## src/verilog/qep_glue_pkg.sv

```systemverilog
// Constants and types shared by the quadrature encoder glue
package qep_glue_pkg;
  localparam int ADDR_W = 8;
  localparam logic [ADDR_W-1:0] CLK_GATE_OFS = 8'h00;
  localparam logic [ADDR_W-1:0] SEL_A_OFS = 8'h04;
  localparam logic [ADDR_W-1:0] SEL_B_OFS = 8'h08;
  localparam logic [ADDR_W-1:0] SEL_C_OFS = 8'h0c;
  localparam logic [ADDR_W-1:0] TRIP_CFG_OFS = 8'h10;
  localparam logic [ADDR_W-1:0] ERR_STAT_OFS = 8'h14;
  localparam logic [ADDR_W-1:0] POS1_OFS = 8'h18;
  localparam logic [ADDR_W-1:0] POS2_OFS = 8'h1c;
  localparam logic [ADDR_W-1:0] CMP_OFS = 8'h20;
  localparam logic [ADDR_W-1:0] LATCH_OFS = 8'h24;
  localparam logic [31:0] CLK_GATE_RST = 32'h0101_0000;
  localparam int ENC1_CE_BIT = 16;
  localparam int ENC2_CE_BIT = 24;
  localparam int SEL_W = 3;
  localparam logic [SEL_W-1:0] SEL_SYNC = 3'h1;
  localparam logic [SEL_W-1:0] SEL_FILT = 3'h2;
  localparam int FLD0 = 0;
  localparam int FLD1 = 8;
  localparam int FLD2 = 16;
  localparam int FLD3 = 24;
  localparam int FILTER_CYCLES = 6;
  localparam int FILT_CNT_W = 3;
  localparam int POS_W = 16;
  localparam logic [1:0] TRIP_ENC1 = 2'h0;
  localparam logic [1:0] TRIP_ENC2 = 2'h1;
  localparam logic [1:0] TRIP_BOTH = 2'h2;
  localparam logic [1:0] TRIP_NONE = 2'h3;
  localparam logic [1:0] RESP_OKAY = 2'h0;
  localparam logic [1:0] RESP_SLVERR = 2'h2;
  typedef struct packed {
    logic quad_input_a;
    logic quad_input_b;
    logic index_input;
    logic strobe_input;
  } encoder_pins_s;
endpackage

```

## src/verilog/encoder_input_conditioner.sv

```systemverilog
// Double synchroniser, glitch filter and path select for one encoder input
module encoder_input_conditioner (
  input wire logic i_clk,
  input wire logic i_reset_n,
  input wire logic i_pin,
  input wire logic [qep_glue_pkg::SEL_W-1:0] i_sel,
  output logic o_level
);
  localparam logic [qep_glue_pkg::FILT_CNT_W-1:0] FILT_LAST =
    qep_glue_pkg::FILT_CNT_W'(qep_glue_pkg::FILTER_CYCLES - 1);
  logic sync1_reg;
  logic sync2_reg;
  logic filt_reg;
  logic [qep_glue_pkg::FILT_CNT_W-1:0] cnt_reg;
  logic level_reg;
  wire differs = sync2_reg != filt_reg;
  wire use_filter = i_sel == qep_glue_pkg::SEL_FILT;
  wire level_next = use_filter ? filt_reg : sync2_reg;

  always_ff @(posedge i_clk) begin
    if (!i_reset_n) begin
      sync1_reg <= 1'b0;
      sync2_reg <= 1'b0;
    end else begin
      sync1_reg <= i_pin;
      sync2_reg <= sync1_reg;
    end
  end

  // Change passes once stable for the filter width
  always_ff @(posedge i_clk) begin
    if (!i_reset_n) begin
      filt_reg <= 1'b0;
      cnt_reg <= '0;
    end else if (!differs) begin
      cnt_reg <= '0;
    end else if (cnt_reg == FILT_LAST) begin
      filt_reg <= sync2_reg;
      cnt_reg <= '0;
    end else begin
      cnt_reg <= cnt_reg + 1'b1;
    end
  end

  always_ff @(posedge i_clk) begin
    if (!i_reset_n) begin
      level_reg <= 1'b0;
    end else begin
      level_reg <= level_next;
    end
  end

  assign o_level = level_reg;
endmodule // encoder_input_conditioner

```

## src/verilog/quadrature_encoder_device_integration.sv

```systemverilog
// Quadrature encoder glue: clock gates, input select, decoders, trip routing, AXI4-Lite registers
module quadrature_encoder_device_integration (
  input wire logic i_clk,
  input wire logic i_reset_n,
  input wire qep_glue_pkg::encoder_pins_s i_enc1_pins,
  input wire qep_glue_pkg::encoder_pins_s i_enc2_pins,
  output logic [1:0] o_encoder_clock_enable,
  output logic [1:0] o_phase_error_out,
  output logic [1:0] o_compare_sync,
  output logic o_trip_input_four_n,
  input wire logic i_s_axi_awvalid,
  output logic o_s_axi_awready,
  input wire logic [qep_glue_pkg::ADDR_W-1:0] i_s_axi_awaddr,
  input wire logic i_s_axi_wvalid,
  output logic o_s_axi_wready,
  input wire logic [31:0] i_s_axi_wdata,
  input wire logic [3:0] i_s_axi_wstrb,
  output logic o_s_axi_bvalid,
  input wire logic i_s_axi_bready,
  output logic [1:0] o_s_axi_bresp,
  input wire logic i_s_axi_arvalid,
  output logic o_s_axi_arready,
  input wire logic [qep_glue_pkg::ADDR_W-1:0] i_s_axi_araddr,
  output logic o_s_axi_rvalid,
  input wire logic i_s_axi_rready,
  output logic [31:0] o_s_axi_rdata,
  output logic [1:0] o_s_axi_rresp
);
  localparam int PW = qep_glue_pkg::POS_W;

  function automatic logic [31:0] merge(input logic [31:0] old, input logic [31:0] wd,
                                        input logic [3:0] st);
    logic [31:0] r;
    r = old;
    for (int i = 0; i < 4; i++) begin
      if (st[i]) begin
        r[i*8 +: 8] = wd[i*8 +: 8];
      end
    end
    return r;
  endfunction

  function automatic logic mapped(input logic [qep_glue_pkg::ADDR_W-1:0] a);
    logic hit;
    hit = 1'b0;
    case (a)
      qep_glue_pkg::CLK_GATE_OFS,
      qep_glue_pkg::SEL_A_OFS,
      qep_glue_pkg::SEL_B_OFS,
      qep_glue_pkg::SEL_C_OFS,
      qep_glue_pkg::TRIP_CFG_OFS,
      qep_glue_pkg::ERR_STAT_OFS,
      qep_glue_pkg::POS1_OFS,
      qep_glue_pkg::POS2_OFS,
      qep_glue_pkg::CMP_OFS,
      qep_glue_pkg::LATCH_OFS: hit = 1'b1;
      default: hit = 1'b0;
    endcase
    return hit;
  endfunction

  // Trip source pick from the sticky error flags
  function automatic logic trip_pick(input logic [1:0] cfg, input logic [1:0] flags);
    logic pick;
    pick = 1'b0;
    case (cfg)
      qep_glue_pkg::TRIP_ENC1: pick = flags[0];
      qep_glue_pkg::TRIP_ENC2: pick = flags[1];
      qep_glue_pkg::TRIP_BOTH: pick = |flags;
      qep_glue_pkg::TRIP_NONE: pick = 1'b0;
      default: pick = 1'b0;
    endcase
    return pick;
  endfunction

  // Registers
  logic [31:0] clk_gate_reg;
  logic [31:0] sel_a_reg;
  logic [31:0] sel_b_reg;
  logic [31:0] sel_c_reg;
  logic [1:0] trip_cfg_reg;
  logic [31:0] cmp_reg;
  logic [PW-1:0] pos_reg [2];
  logic [PW-1:0] latch_reg [2];
  logic [1:0] err_reg;
  logic [1:0] sync_pulse_reg;
  logic trip_n_reg;
  logic [3:0] prev_reg [2];

  // AXI state
  logic aw_held_reg;
  logic w_held_reg;
  logic [qep_glue_pkg::ADDR_W-1:0] awaddr_reg;
  logic [31:0] wdata_reg;
  logic [3:0] wstrb_reg;
  logic bvalid_reg;
  logic [1:0] bresp_reg;
  logic rvalid_reg;
  logic [31:0] rdata_reg;
  logic [1:0] rresp_reg;
  wire wr_fire = aw_held_reg && w_held_reg && !bvalid_reg;

  // Input conditioning, eight inputs
  wire [3:0] raw_pins [2];
  wire [qep_glue_pkg::SEL_W-1:0] sel_field [8];
  wire [3:0] lvl [2];
  assign raw_pins[0] = i_enc1_pins;
  assign raw_pins[1] = i_enc2_pins;
  // Order per encoder: a, b, index, strobe (struct bit 3 down to 0)
  assign sel_field[0] = sel_a_reg[qep_glue_pkg::FLD2 +: qep_glue_pkg::SEL_W];
  assign sel_field[1] = sel_a_reg[qep_glue_pkg::FLD3 +: qep_glue_pkg::SEL_W];
  assign sel_field[2] = sel_b_reg[qep_glue_pkg::FLD0 +: qep_glue_pkg::SEL_W];
  assign sel_field[3] = sel_b_reg[qep_glue_pkg::FLD1 +: qep_glue_pkg::SEL_W];
  assign sel_field[4] = sel_b_reg[qep_glue_pkg::FLD2 +: qep_glue_pkg::SEL_W];
  assign sel_field[5] = sel_b_reg[qep_glue_pkg::FLD3 +: qep_glue_pkg::SEL_W];
  assign sel_field[6] = sel_c_reg[qep_glue_pkg::FLD0 +: qep_glue_pkg::SEL_W];
  assign sel_field[7] = sel_c_reg[qep_glue_pkg::FLD1 +: qep_glue_pkg::SEL_W];

  for (genvar e = 0; e < 2; e++) begin : g_enc
    for (genvar k = 0; k < 4; k++) begin : g_in
      encoder_input_conditioner u_cond (
        .i_clk(i_clk),
        .i_reset_n(i_reset_n),
        .i_pin(raw_pins[e][3-k]),
        .i_sel(sel_field[e*4+k]),
        .o_level(lvl[e][3-k])
      );
    end
  end

  // Clock gating: reset overrides, then each bit gates its own module
  wire [1:0] gate_bits = {clk_gate_reg[qep_glue_pkg::ENC2_CE_BIT],
                          clk_gate_reg[qep_glue_pkg::ENC1_CE_BIT]};
  assign o_encoder_clock_enable = i_reset_n ? gate_bits : 2'h3;

  // Quadrature decode; signals per encoder
  wire [1:0] chg_a;
  wire [1:0] chg_b;
  wire [1:0] count_up;
  wire [1:0] step;
  wire [1:0] phase_err;
  wire [1:0] index_rise;
  wire [1:0] strobe_rise;
  wire [PW-1:0] pos_next [2];
  wire [PW-1:0] cmp_val [2];
  assign cmp_val[0] = cmp_reg[PW-1:0];
  assign cmp_val[1] = cmp_reg[2*PW-1:PW];

  for (genvar e = 0; e < 2; e++) begin : g_dec
    assign chg_a[e] = lvl[e][3] ^ prev_reg[e][3];
    assign chg_b[e] = lvl[e][2] ^ prev_reg[e][2];
    assign phase_err[e] = chg_a[e] & chg_b[e];
    assign step[e] = chg_a[e] ^ chg_b[e];
    assign count_up[e] = lvl[e][3] ^ prev_reg[e][2];
    assign index_rise[e] = lvl[e][1] & ~prev_reg[e][1];
    assign strobe_rise[e] = lvl[e][0] & ~prev_reg[e][0];
    assign pos_next[e] = index_rise[e] ? '0 :
      !step[e] ? pos_reg[e] :
      count_up[e] ? pos_reg[e] + 1'b1 : pos_reg[e] - 1'b1;

    // Counter moves one edge after the conditioned level
    always_ff @(posedge i_clk) begin
      if (!i_reset_n) begin
        prev_reg[e] <= '0;
        pos_reg[e] <= '0;
        latch_reg[e] <= '0;
        sync_pulse_reg[e] <= 1'b0;
      end else if (o_encoder_clock_enable[e]) begin
        prev_reg[e] <= lvl[e];
        pos_reg[e] <= pos_next[e];
        sync_pulse_reg[e] <= step[e] && pos_next[e] == cmp_val[e];
        if (strobe_rise[e]) begin
          latch_reg[e] <= pos_reg[e];
        end
      end else begin
        sync_pulse_reg[e] <= 1'b0;
      end
    end
  end

  // Phase error flags: sticky, set wins over write-one-to-clear
  wire err_wr = wr_fire && awaddr_reg == qep_glue_pkg::ERR_STAT_OFS && wstrb_reg[0];
  wire [1:0] err_clr = err_wr ? wdata_reg[1:0] : 2'h0;
  wire [1:0] err_next = (phase_err & o_encoder_clock_enable) | (err_reg & ~err_clr);

  // Selection multiplexer toward the trip input
  wire trip_sel = trip_pick(trip_cfg_reg, err_reg);

  always_ff @(posedge i_clk) begin
    if (!i_reset_n) begin
      err_reg <= '0;
      trip_n_reg <= 1'b1;
    end else begin
      err_reg <= err_next;
      trip_n_reg <= ~trip_sel;
    end
  end

  assign o_phase_error_out = err_reg;
  assign o_compare_sync = sync_pulse_reg;
  assign o_trip_input_four_n = trip_n_reg;

  // AXI4-Lite write path
  assign o_s_axi_awready = !aw_held_reg && !bvalid_reg;
  assign o_s_axi_wready = !w_held_reg && !bvalid_reg;
  wire wr_ok = mapped(awaddr_reg);
  wire wr_sel_gate = wr_fire && awaddr_reg == qep_glue_pkg::CLK_GATE_OFS;
  wire wr_sel_a = wr_fire && awaddr_reg == qep_glue_pkg::SEL_A_OFS;
  wire wr_sel_b = wr_fire && awaddr_reg == qep_glue_pkg::SEL_B_OFS;
  wire wr_sel_c = wr_fire && awaddr_reg == qep_glue_pkg::SEL_C_OFS;
  wire wr_trip = wr_fire && awaddr_reg == qep_glue_pkg::TRIP_CFG_OFS && wstrb_reg[0];
  wire wr_cmp = wr_fire && awaddr_reg == qep_glue_pkg::CMP_OFS;

  always_ff @(posedge i_clk) begin
    if (!i_reset_n) begin
      aw_held_reg <= 1'b0;
      w_held_reg <= 1'b0;
      awaddr_reg <= '0;
      wdata_reg <= '0;
      wstrb_reg <= '0;
      bvalid_reg <= 1'b0;
      bresp_reg <= qep_glue_pkg::RESP_OKAY;
    end else begin
      if (i_s_axi_awvalid && o_s_axi_awready) begin
        aw_held_reg <= 1'b1;
        awaddr_reg <= i_s_axi_awaddr;
      end
      if (i_s_axi_wvalid && o_s_axi_wready) begin
        w_held_reg <= 1'b1;
        wdata_reg <= i_s_axi_wdata;
        wstrb_reg <= i_s_axi_wstrb;
      end
      if (wr_fire) begin
        aw_held_reg <= 1'b0;
        w_held_reg <= 1'b0;
        bvalid_reg <= 1'b1;
        bresp_reg <= wr_ok ? qep_glue_pkg::RESP_OKAY : qep_glue_pkg::RESP_SLVERR;
      end else if (bvalid_reg && i_s_axi_bready) begin
        bvalid_reg <= 1'b0;
      end
    end
  end

  always_ff @(posedge i_clk) begin
    if (!i_reset_n) begin
      clk_gate_reg <= qep_glue_pkg::CLK_GATE_RST;
      sel_a_reg <= '0;
      sel_b_reg <= '0;
      sel_c_reg <= '0;
      trip_cfg_reg <= qep_glue_pkg::TRIP_ENC1;
      cmp_reg <= '0;
    end else begin
      if (wr_sel_gate) begin
        clk_gate_reg <= merge(clk_gate_reg, wdata_reg, wstrb_reg);
      end
      if (wr_sel_a) begin
        sel_a_reg <= merge(sel_a_reg, wdata_reg, wstrb_reg);
      end
      if (wr_sel_b) begin
        sel_b_reg <= merge(sel_b_reg, wdata_reg, wstrb_reg);
      end
      if (wr_sel_c) begin
        sel_c_reg <= merge(sel_c_reg, wdata_reg, wstrb_reg);
      end
      if (wr_trip) begin
        trip_cfg_reg <= wdata_reg[1:0];
      end
      if (wr_cmp) begin
        cmp_reg <= merge(cmp_reg, wdata_reg, wstrb_reg);
      end
    end
  end

  assign o_s_axi_bvalid = bvalid_reg;
  assign o_s_axi_bresp = bresp_reg;

  // AXI4-Lite read path
  assign o_s_axi_arready = !rvalid_reg;
  wire rd_take = i_s_axi_arvalid && !rvalid_reg;
  wire [qep_glue_pkg::ADDR_W-1:0] ra = i_s_axi_araddr;
  wire [31:0] rd_mux =
    ra == qep_glue_pkg::CLK_GATE_OFS ? clk_gate_reg :
    ra == qep_glue_pkg::SEL_A_OFS ? sel_a_reg :
    ra == qep_glue_pkg::SEL_B_OFS ? sel_b_reg :
    ra == qep_glue_pkg::SEL_C_OFS ? sel_c_reg :
    ra == qep_glue_pkg::TRIP_CFG_OFS ? {30'h0, trip_cfg_reg} :
    ra == qep_glue_pkg::ERR_STAT_OFS ? {30'h0, err_reg} :
    ra == qep_glue_pkg::POS1_OFS ? {16'h0, pos_reg[0]} :
    ra == qep_glue_pkg::POS2_OFS ? {16'h0, pos_reg[1]} :
    ra == qep_glue_pkg::CMP_OFS ? cmp_reg :
    ra == qep_glue_pkg::LATCH_OFS ? {latch_reg[1], latch_reg[0]} : 32'h0;

  always_ff @(posedge i_clk) begin
    if (!i_reset_n) begin
      rvalid_reg <= 1'b0;
      rdata_reg <= '0;
      rresp_reg <= qep_glue_pkg::RESP_OKAY;
    end else if (rd_take) begin
      rvalid_reg <= 1'b1;
      rdata_reg <= rd_mux;
      rresp_reg <= mapped(ra) ? qep_glue_pkg::RESP_OKAY : qep_glue_pkg::RESP_SLVERR;
    end else if (i_s_axi_rready) begin
      rvalid_reg <= 1'b0;
    end
  end

  assign o_s_axi_rvalid = rvalid_reg;
  assign o_s_axi_rdata = rdata_reg;
  assign o_s_axi_rresp = rresp_reg;
endmodule // quadrature_encoder_device_integration
```

## config.mk

```make
export PLATFORM = sky130hd
export DESIGN_NAME = quadrature_encoder_device_integration
export DESIGN_NICKNAME = d
export VERILOG_FILES = /design/src/verilog/qep_glue_pkg.sv /design/src/verilog/encoder_input_conditioner.sv /design/src/verilog/quadrature_encoder_device_integration.sv
export SDC_FILE = /design/constraint.sdc
export NUM_CORES = 1
export LEC_CHECK = 0
export BUFFER_PORTS_ARGS = -buffer_cell sky130_fd_sc_hd__clkbuf_2
export CORE_MARGIN = 3
export CORE_UTILIZATION = 45
export CTS_CLUSTER_DIAMETER = 60
export DETAILED_ROUTE_END_ITERATION = 8
export GPL_TIMING_DRIVEN = 0
export HOLD_SLACK_MARGIN = 0.03
export PLACE_DENSITY = 0.72
export REMOVE_ABC_BUFFERS = 1
export SETUP_SLACK_MARGIN = 0.2
export SYNTH_ARGS = -nofsm -noshare
export SYNTH_HDL_FRONTEND = slang
export SYNTH_SLANG_ARGS = --single-unit
```

## constraint.sdc

```tcl
create_clock -name i_clk -period 3.1 [get_ports i_clk]
set_clock_uncertainty 0.15 [all_clocks]
set_input_delay 0.93 -clock i_clk [delete_from_list [all_inputs] [get_ports i_clk]]
set_output_delay 0.93 -clock i_clk [all_outputs]
set_load 0.005 [all_outputs]
```

==> results of run 1 <==
-- report_power, final --
group | switching (mW) | internal [mW] | total [mW]
sequential | 0.266 | 5.16 | 5.42
clock | 2.01 | 2.84 | 4.85
combinational | 0.860 | 0.711 | 1.57
total | 3.13 | 8.71 | 11.8
-- layout make-up --
| class | instances | area share (%) |
|---|---|---|
| Tap cell | 518 | 3.07 |
| Timing Repair Buffer | 183 | 6.34 |
| Inverter | 22 | 0.391 |
| Clock inverter | 13 | 0.491 |
| Sequential cell | 377 | 39.1 |
| Multi-Input combinational cell | 1502 | 44.7 |
| Clock buffer | 64 | 5.85 |
| Antenna cell | 1 | 0.0118 |
-- cells by family (layout without fill, tap and decap cells) --
family / Yosys count / in the layout / synth area share [%]
AND/OR/NAND/NOR: 900 / 900 / 23.2
buffers and inverters: 171 / 282 / 3.72
adder cells (fa/ha/maj): 20 / 20 / 1.39
AO/OA/AOI/OAI: 447 / 447 / 18.3
multiplexers: 77 / 77 / 4.42
other: 1 / 3 / 0.0208
XOR/XNOR: 56 / 56 / 2.93
flip-flops: 377 / 377 / 45.9
-- synth_stat cells, drive strengths merged (12+ instances only) --
master	number	share of area, %
nand2	501	10
dfxtp	305	34
a21boi	230	9.6
clkbuf	135	2.8
nor2	95	2.0
edfxtp	72	12
nand3	67	1.9
and2	63	2.2
a222oi	58	3.2
mux2i	57	3.2
a21oi	53	1.5
o21ai	47	1.3
xor2	36	1.8
nor3	27	0.75
inv	21	0.44
and3	20	0.70
ha	20	1.4
mux2	20	1.3
nor2b	20	0.70
xnor2	19	1.0
nor4	18	0.86
nor3b	16	0.67
buf	14	0.44
nand4	14	0.49
nand2b	12	0.42
or4	12	0.63
-- per-layer routing --
layer / GRT usage, % / share of wire [%] / vias to the layer above / wire (um)
li1: - / - / 7373 / -
met5: 0 / 0 / - / 0
met1: 33.8 / 43 / 7636 / 22900
met3: 4.25 / 8.2 / 116 / 4370
met4: 7.42 / 2.5 / 0 / 1340
met2: 40.3 / 47 / 711 / 25000
-- timing repair --
action	CTS	global route
setup buffers	34	12
pin swaps	20	14
gates cloned	3	0
setup endpoints to repair	185	154
gates resized for setup	46	27
hold buffers	0	0
-- path summary, 6_finish.rpt --
kind	start	end	slack, ns	cells past startpoint
worst max-delay path	prev_reg[1][2]	o_compare_sync[1]	-0.37	12
worst min-delay path	g_enc[1].g_in[1].u_cond.sync1_reg	g_enc[1].g_in[1].u_cond.sync2_reg	0.28	1
worst max register to register	prev_reg[1][2]	o_compare_sync[1]	-0.37	12
worst min register to register	g_enc[1].g_in[1].u_cond.sync1_reg	g_enc[1].g_in[1].u_cond.sync2_reg	0.28	1
-- stage by stage --
step	utilization, %	instances	setup TNS, ns	hold slack [ns]	setup slack (ns)
after CTS	53.5	2667	-0.378	0.284	-0.378
final	54.1	2680	-0.381	0.281	-0.374
after global placement	47.6	2531	-1349.59	0.267	-6.81
after detailed placement	48.6	2553	-64.33	0.273	-1.03
after floorplan	-	1901	-114.34	0.262	-2.65
after global routing	54.1	2679	-0.585	0.306	-0.455
-- placed cells by master (no fill, tap or decap), types with 10 or more instances in the layout --
| master | n |
|---|---|
| nand4_1 | 14 |
| inv_1 | 20 |
| nor4_1 | 12 |
| xor2_1 | 32 |
| clkbuf_16 | 45 |
| nor2_1 | 92 |
| nand2_1 | 496 |
| and2_1 | 58 |
| mux2_2 | 20 |
| a21oi_1 | 52 |
| nor2b_1 | 19 |
| o21ai_0 | 45 |
| a21boi_0 | 222 |
| edfxtp_1 | 72 |
| dfxtp_1 | 302 |
| buf_4 | 43 |
| xnor2_1 | 14 |
| ha_1 | 16 |
| buf_6 | 16 |
| nor3b_1 | 12 |
| nor3_1 | 19 |
| nand3_1 | 67 |
| and3_1 | 19 |
| clkbuf_2 | 110 |
| a222oi_1 | 58 |
| mux2i_1 | 55 |
| nand2b_1 | 10 |
| clkbuf_1 | 14 |
==> results_dict.tcl, run 1 <==
set metrics [dict create \
    stdcell_area_mm2 0.0211 \
    start_kind "flip-flop" \
    hpwl_um 34100 \
    syn_area_mm2 0.0180 \
    nets 2215 \
    drt-initial-drc-count 1848 \
    async_reset_ff_share_pct 0 \
    status "finished, violations left" \
    grt_pass1_wl_um 83600 \
    syn_inst 2049 \
    cp_data_required_time_ns 3.43 \
    cp.arrival_ns 3.81 \
    power_density_mw_per_mm2 560 \
    fp.dieH_um 206 \
    vias 15800 \
    period_share_pct 112 \
    clock_latency_ns 0.55 \
    ctsLongestPathBuffers 3 \
    p_leak_nw 7.62 \
    clockRootBuffer "clkbuf_16" \
    antenna_found_initial 1 \
    hp-class "reg2reg" \
    fin_ws_ns -0.374 \
    synthFlopType "dfxtp_1" \
    crit_path_end_kind "flip-flop" \
    cp_top_family "simple AND/OR/NAND/NOR gates" \
    path_cells "xnor2_4 -> xnor2_2 -> ha_2 -> or4_4 -> nor4_4 -> buf_4 -> a31oi_2 -> a21oi_2 -> a21oi_1 -> or3_4 -> a2111oi_4 -> and4_1" \
    multi_input_area_mm2 0.00946 \
    fmax_mhz 288 \
    grt_use_total_pct 24.8 \
    cts_sinks 377 \
    cp_slowest_stage_delay_ns 0.50 \
    wirelength_um 53600 \
    coreArea_mm2 0.0391 \
    crit_slowest_cell "edfxtp_1" \
    ys_seq_area_share_pct 45.9 \
    cts.htree.levels 2 \
    drv_slew 0 \
    yosysWarnings 0 \
    route.detailed.drc 14 \
    numCtsBuffers 42 \
    ir_drop_v 0.000422 \
    gp_congestion 0.890 \
    crit_fanout 5 \
    syn_area_per_cell_um2 8.78 \
    setup.worst_path.class "reg2reg" \
    grt_max_degree 87 \
    finalPower_mw 11.8 \
    crit_buf_inv 1 \
    ff_latch_area_mm2 0.00827 \
    fp.dieW_um 206 \
    violations "DRC, setup timing" \
    placed_area_mm2 0.0190 \
    io_pins 115 \
    fill_cells 3567 \
    synth_cell_types 79 \
    grt_pass1_vias 15300 \
    wl_per_cell_um 20.0 \
    grt-ovfl-total 0 \
    grt_setup_unrepaired "true" \
    worst-slew-pin-transition_ns 1.19 \
    cts_tree "yes" \
    drive_gt1_share_pct 16.0 \
    synth_edf_count 72 \
    viasPerCell 5.91 \
    port_buffers 112 \
    max-cap-violations 0 \
    setup_viol 2 \
    area_delta_synth_final_pct 17.5 \
    rows 72 \
    ant_nets 0 \
    min_period_ns 3.47 \
    finalHoldViolations 0 \
    firstDrtPassIters 9 \
    relSlewSlack_pct 20.2 \
    initial_core_util_pct 46.0 \
    ys_seq_elements 377 \
    path_clk_slew_ns 0.06 \
    die-area_mm2 0.0424 \
]
Power figures use the tool's default switching activity.
==> inputs of run 2 (changes only) <==
--- a/config.mk
+++ b/config.mk
@@ -12,7 +12,6 @@
 export DETAILED_ROUTE_END_ITERATION = 8
 export GPL_TIMING_DRIVEN = 0
 export HOLD_SLACK_MARGIN = 0.03
-export PLACE_DENSITY = 0.72
 export REMOVE_ABC_BUFFERS = 1
 export SETUP_SLACK_MARGIN = 0.2
 export SYNTH_ARGS = -nofsm -noshare
==> run 2 against run 1 <==
Compared with the run above: register-to-register slack about the same; clock power up 7.8%; hold slack better by 0.00077 ns; highest routed layer unchanged; sequential power about the same; the flow finishes with violations (setup timing); sequential share of layout area down 0.44 points; first-iteration DRC count down 22%; largest cell class unchanged; critical path depth down 1; critical endpoint unchanged; core utilization up 0.61 points.
==> results_dict.tcl, run 2 (synthesis results as in run 1) <==
set metrics [dict create \
    start_kind "flip-flop" \
    final_util_pct 54.7 \
    die-area_mm2 0.0424 \
    initial_core_util_pct 46.0 \
    clockRootBuffer "clkbuf_16" \
    antenna_found_initial 0 \
    fin_ws_ns -0.374 \
    crit_path_end_kind "flip-flop" \
    grt_use_total_pct 25.0 \
    hp-class "reg2reg" \
    min-delay-start "g_enc[0].g_in[3].u_cond.sync1_reg" \
    fmax_mhz 288 \
    dpl.cell_count 2551 \
    io_pins 115 \
    cts_tree "yes" \
    relSlewSlack_pct 17.9 \
    crit_fanout 4 \
    dpl_worst_slack_ns -1.03 \
    setup.worst_path.class "reg2reg" \
    timing.rr.start "prev_reg[1][2]" \
    wl_per_cell_um 20.3 \
    path_clk_slew_ns 0.05 \
    gp_congestion 0.896 \
    hpwl_um 35000 \
    ff_latch_area_mm2 0.00827 \
    fp.dieH_um 206 \
    grt_setup_unrepaired "true" \
    max-cap-violations 0 \
    violations "setup timing" \
    final_cells 2691 \
    grt_pass1_vias 14800 \
    critPathLaunch "prev_reg[1][2]" \
    drive_gt1_share_pct 17.3 \
    final_common_cell "nand2_1" \
    ant_nets 0 \
    whs_ns 0.282 \
    status "finished, violations left" \
    grt_pass1_wl_um 84100 \
    ctsLongestPathBuffers 3 \
    multi_input_area_mm2 0.00952 \
    clock_latency_ns 0.56 \
    drt-initial-drc-count 1437 \
    area_delta_synth_final_pct 18.8 \
    n_antenna_cell 0 \
    cp.arrival_ns 3.82 \
    cp_data_required_time_ns 3.44 \
    grt-ovfl-total 0 \
    finalSetupTns_ns -0.432 \
    drv_slew 0 \
    min_period_ns 3.47 \
    coreArea_mm2 0.0391 \
    p_leak_nw 7.75 \
    firstDrtPassIters 7 \
    finalHoldViolations 0 \
    vias 15500 \
    grt_max_degree 86 \
    period_share_pct 112 \
    setup_viol 2 \
    nets 2224 \
    ctsHoldBuffers 0 \
    rows 72 \
    cts.htree.levels 2 \
    fill_cells 3663 \
    fp.dieW_um 206 \
    wirelength_um 54600 \
    cts_sinks 377 \
    numCtsBuffers 44 \
    route.detailed.drc 0 \
    ir_drop_v 0.000368 \
    viasPerCell 5.74 \
    port_buffers 112 \
    power_density_mw_per_mm2 571 \
    mostFrequentLayoutCells "494 x nand2_1, 302 x dfxtp_1, 223 x a21boi_0" \
    worst-slew-pin-transition_ns 1.23 \
]
==> run 2: where the power goes <==
group          switching [mW]  total, mW  leakage (nW)  internal [mW]
logic                   0.843       1.54          3.72          0.697
registers               0.284       5.44          3.29           5.16
clock network            2.10       5.23         0.739           3.13
total                    3.23       12.2          7.75           8.98
==> run 2: final timing paths <==
| kind | end | cells past startpoint | slack (ns) |
|---|---|---|---|
| worst max-delay path | o_compare_sync[1] | 11 | -0.37 |
| worst min-delay path | g_enc[0].g_in[3].u_cond.sync2_reg | 1 | 0.28 |
| worst max register to register | o_compare_sync[1] | 11 | -0.37 |
| worst min register to register | g_enc[0].g_in[3].u_cond.sync2_reg | 1 | 0.28 |
==> run 2: worst max-delay path, stage by stage (launching register included) <==
cell       delay [ns]
edfxtp_1         0.47
buf_4            0.18
xor2_1           0.19
ha_4             0.30
or4b_2           0.60
mux2i_2          0.21
xor2_2           0.14
nor3b_2          0.23
a32o_1           0.19
a22oi_2          0.10
a2111oi_4        0.39
and4_1           0.25
==> run 2: layout make-up <==
type / count / area share (%)
tap: 518 / 3.03
clock buffer: 64 / 6.17
multi-input combinational: 1502 / 44.5
timing repair buffer: 190 / 6.43
inverter: 22 / 0.415
sequential: 377 / 38.7
clock inverter: 18 / 0.726
==> run 2: timing repair <==
| action | in CTS | in global routing |
|---|---|---|
| pin swaps | 13 | 26 |
| cloned | 2 | 1 |
| setup buffers | 25 | 30 |
| gates resized for setup | 30 | 56 |
| endpoints found under the setup margin | 209 | 41 |
==> run 2: per-stage QoR <==
step,power (mW),instance area (um^2)
2_1_floorplan,6.29,17400
3_3_place_gp,6.80,18600
3_5_place_dp,6.81,19000
4_1_cts,12.1,20800
5_1_grt,12.7,21400
6_report,12.2,21400
==> run 2: metal layers <==
metal / GRT usage (%) / vias up / share of wire [%]
met5: 0 / - / 0
met4: 7.64 / 0 / 2.8
met3: 3.47 / 102 / 6.8
met2: 39.7 / 517 / 45
met1: 35.6 / 7457 / 45
li1: - / 7374 / -
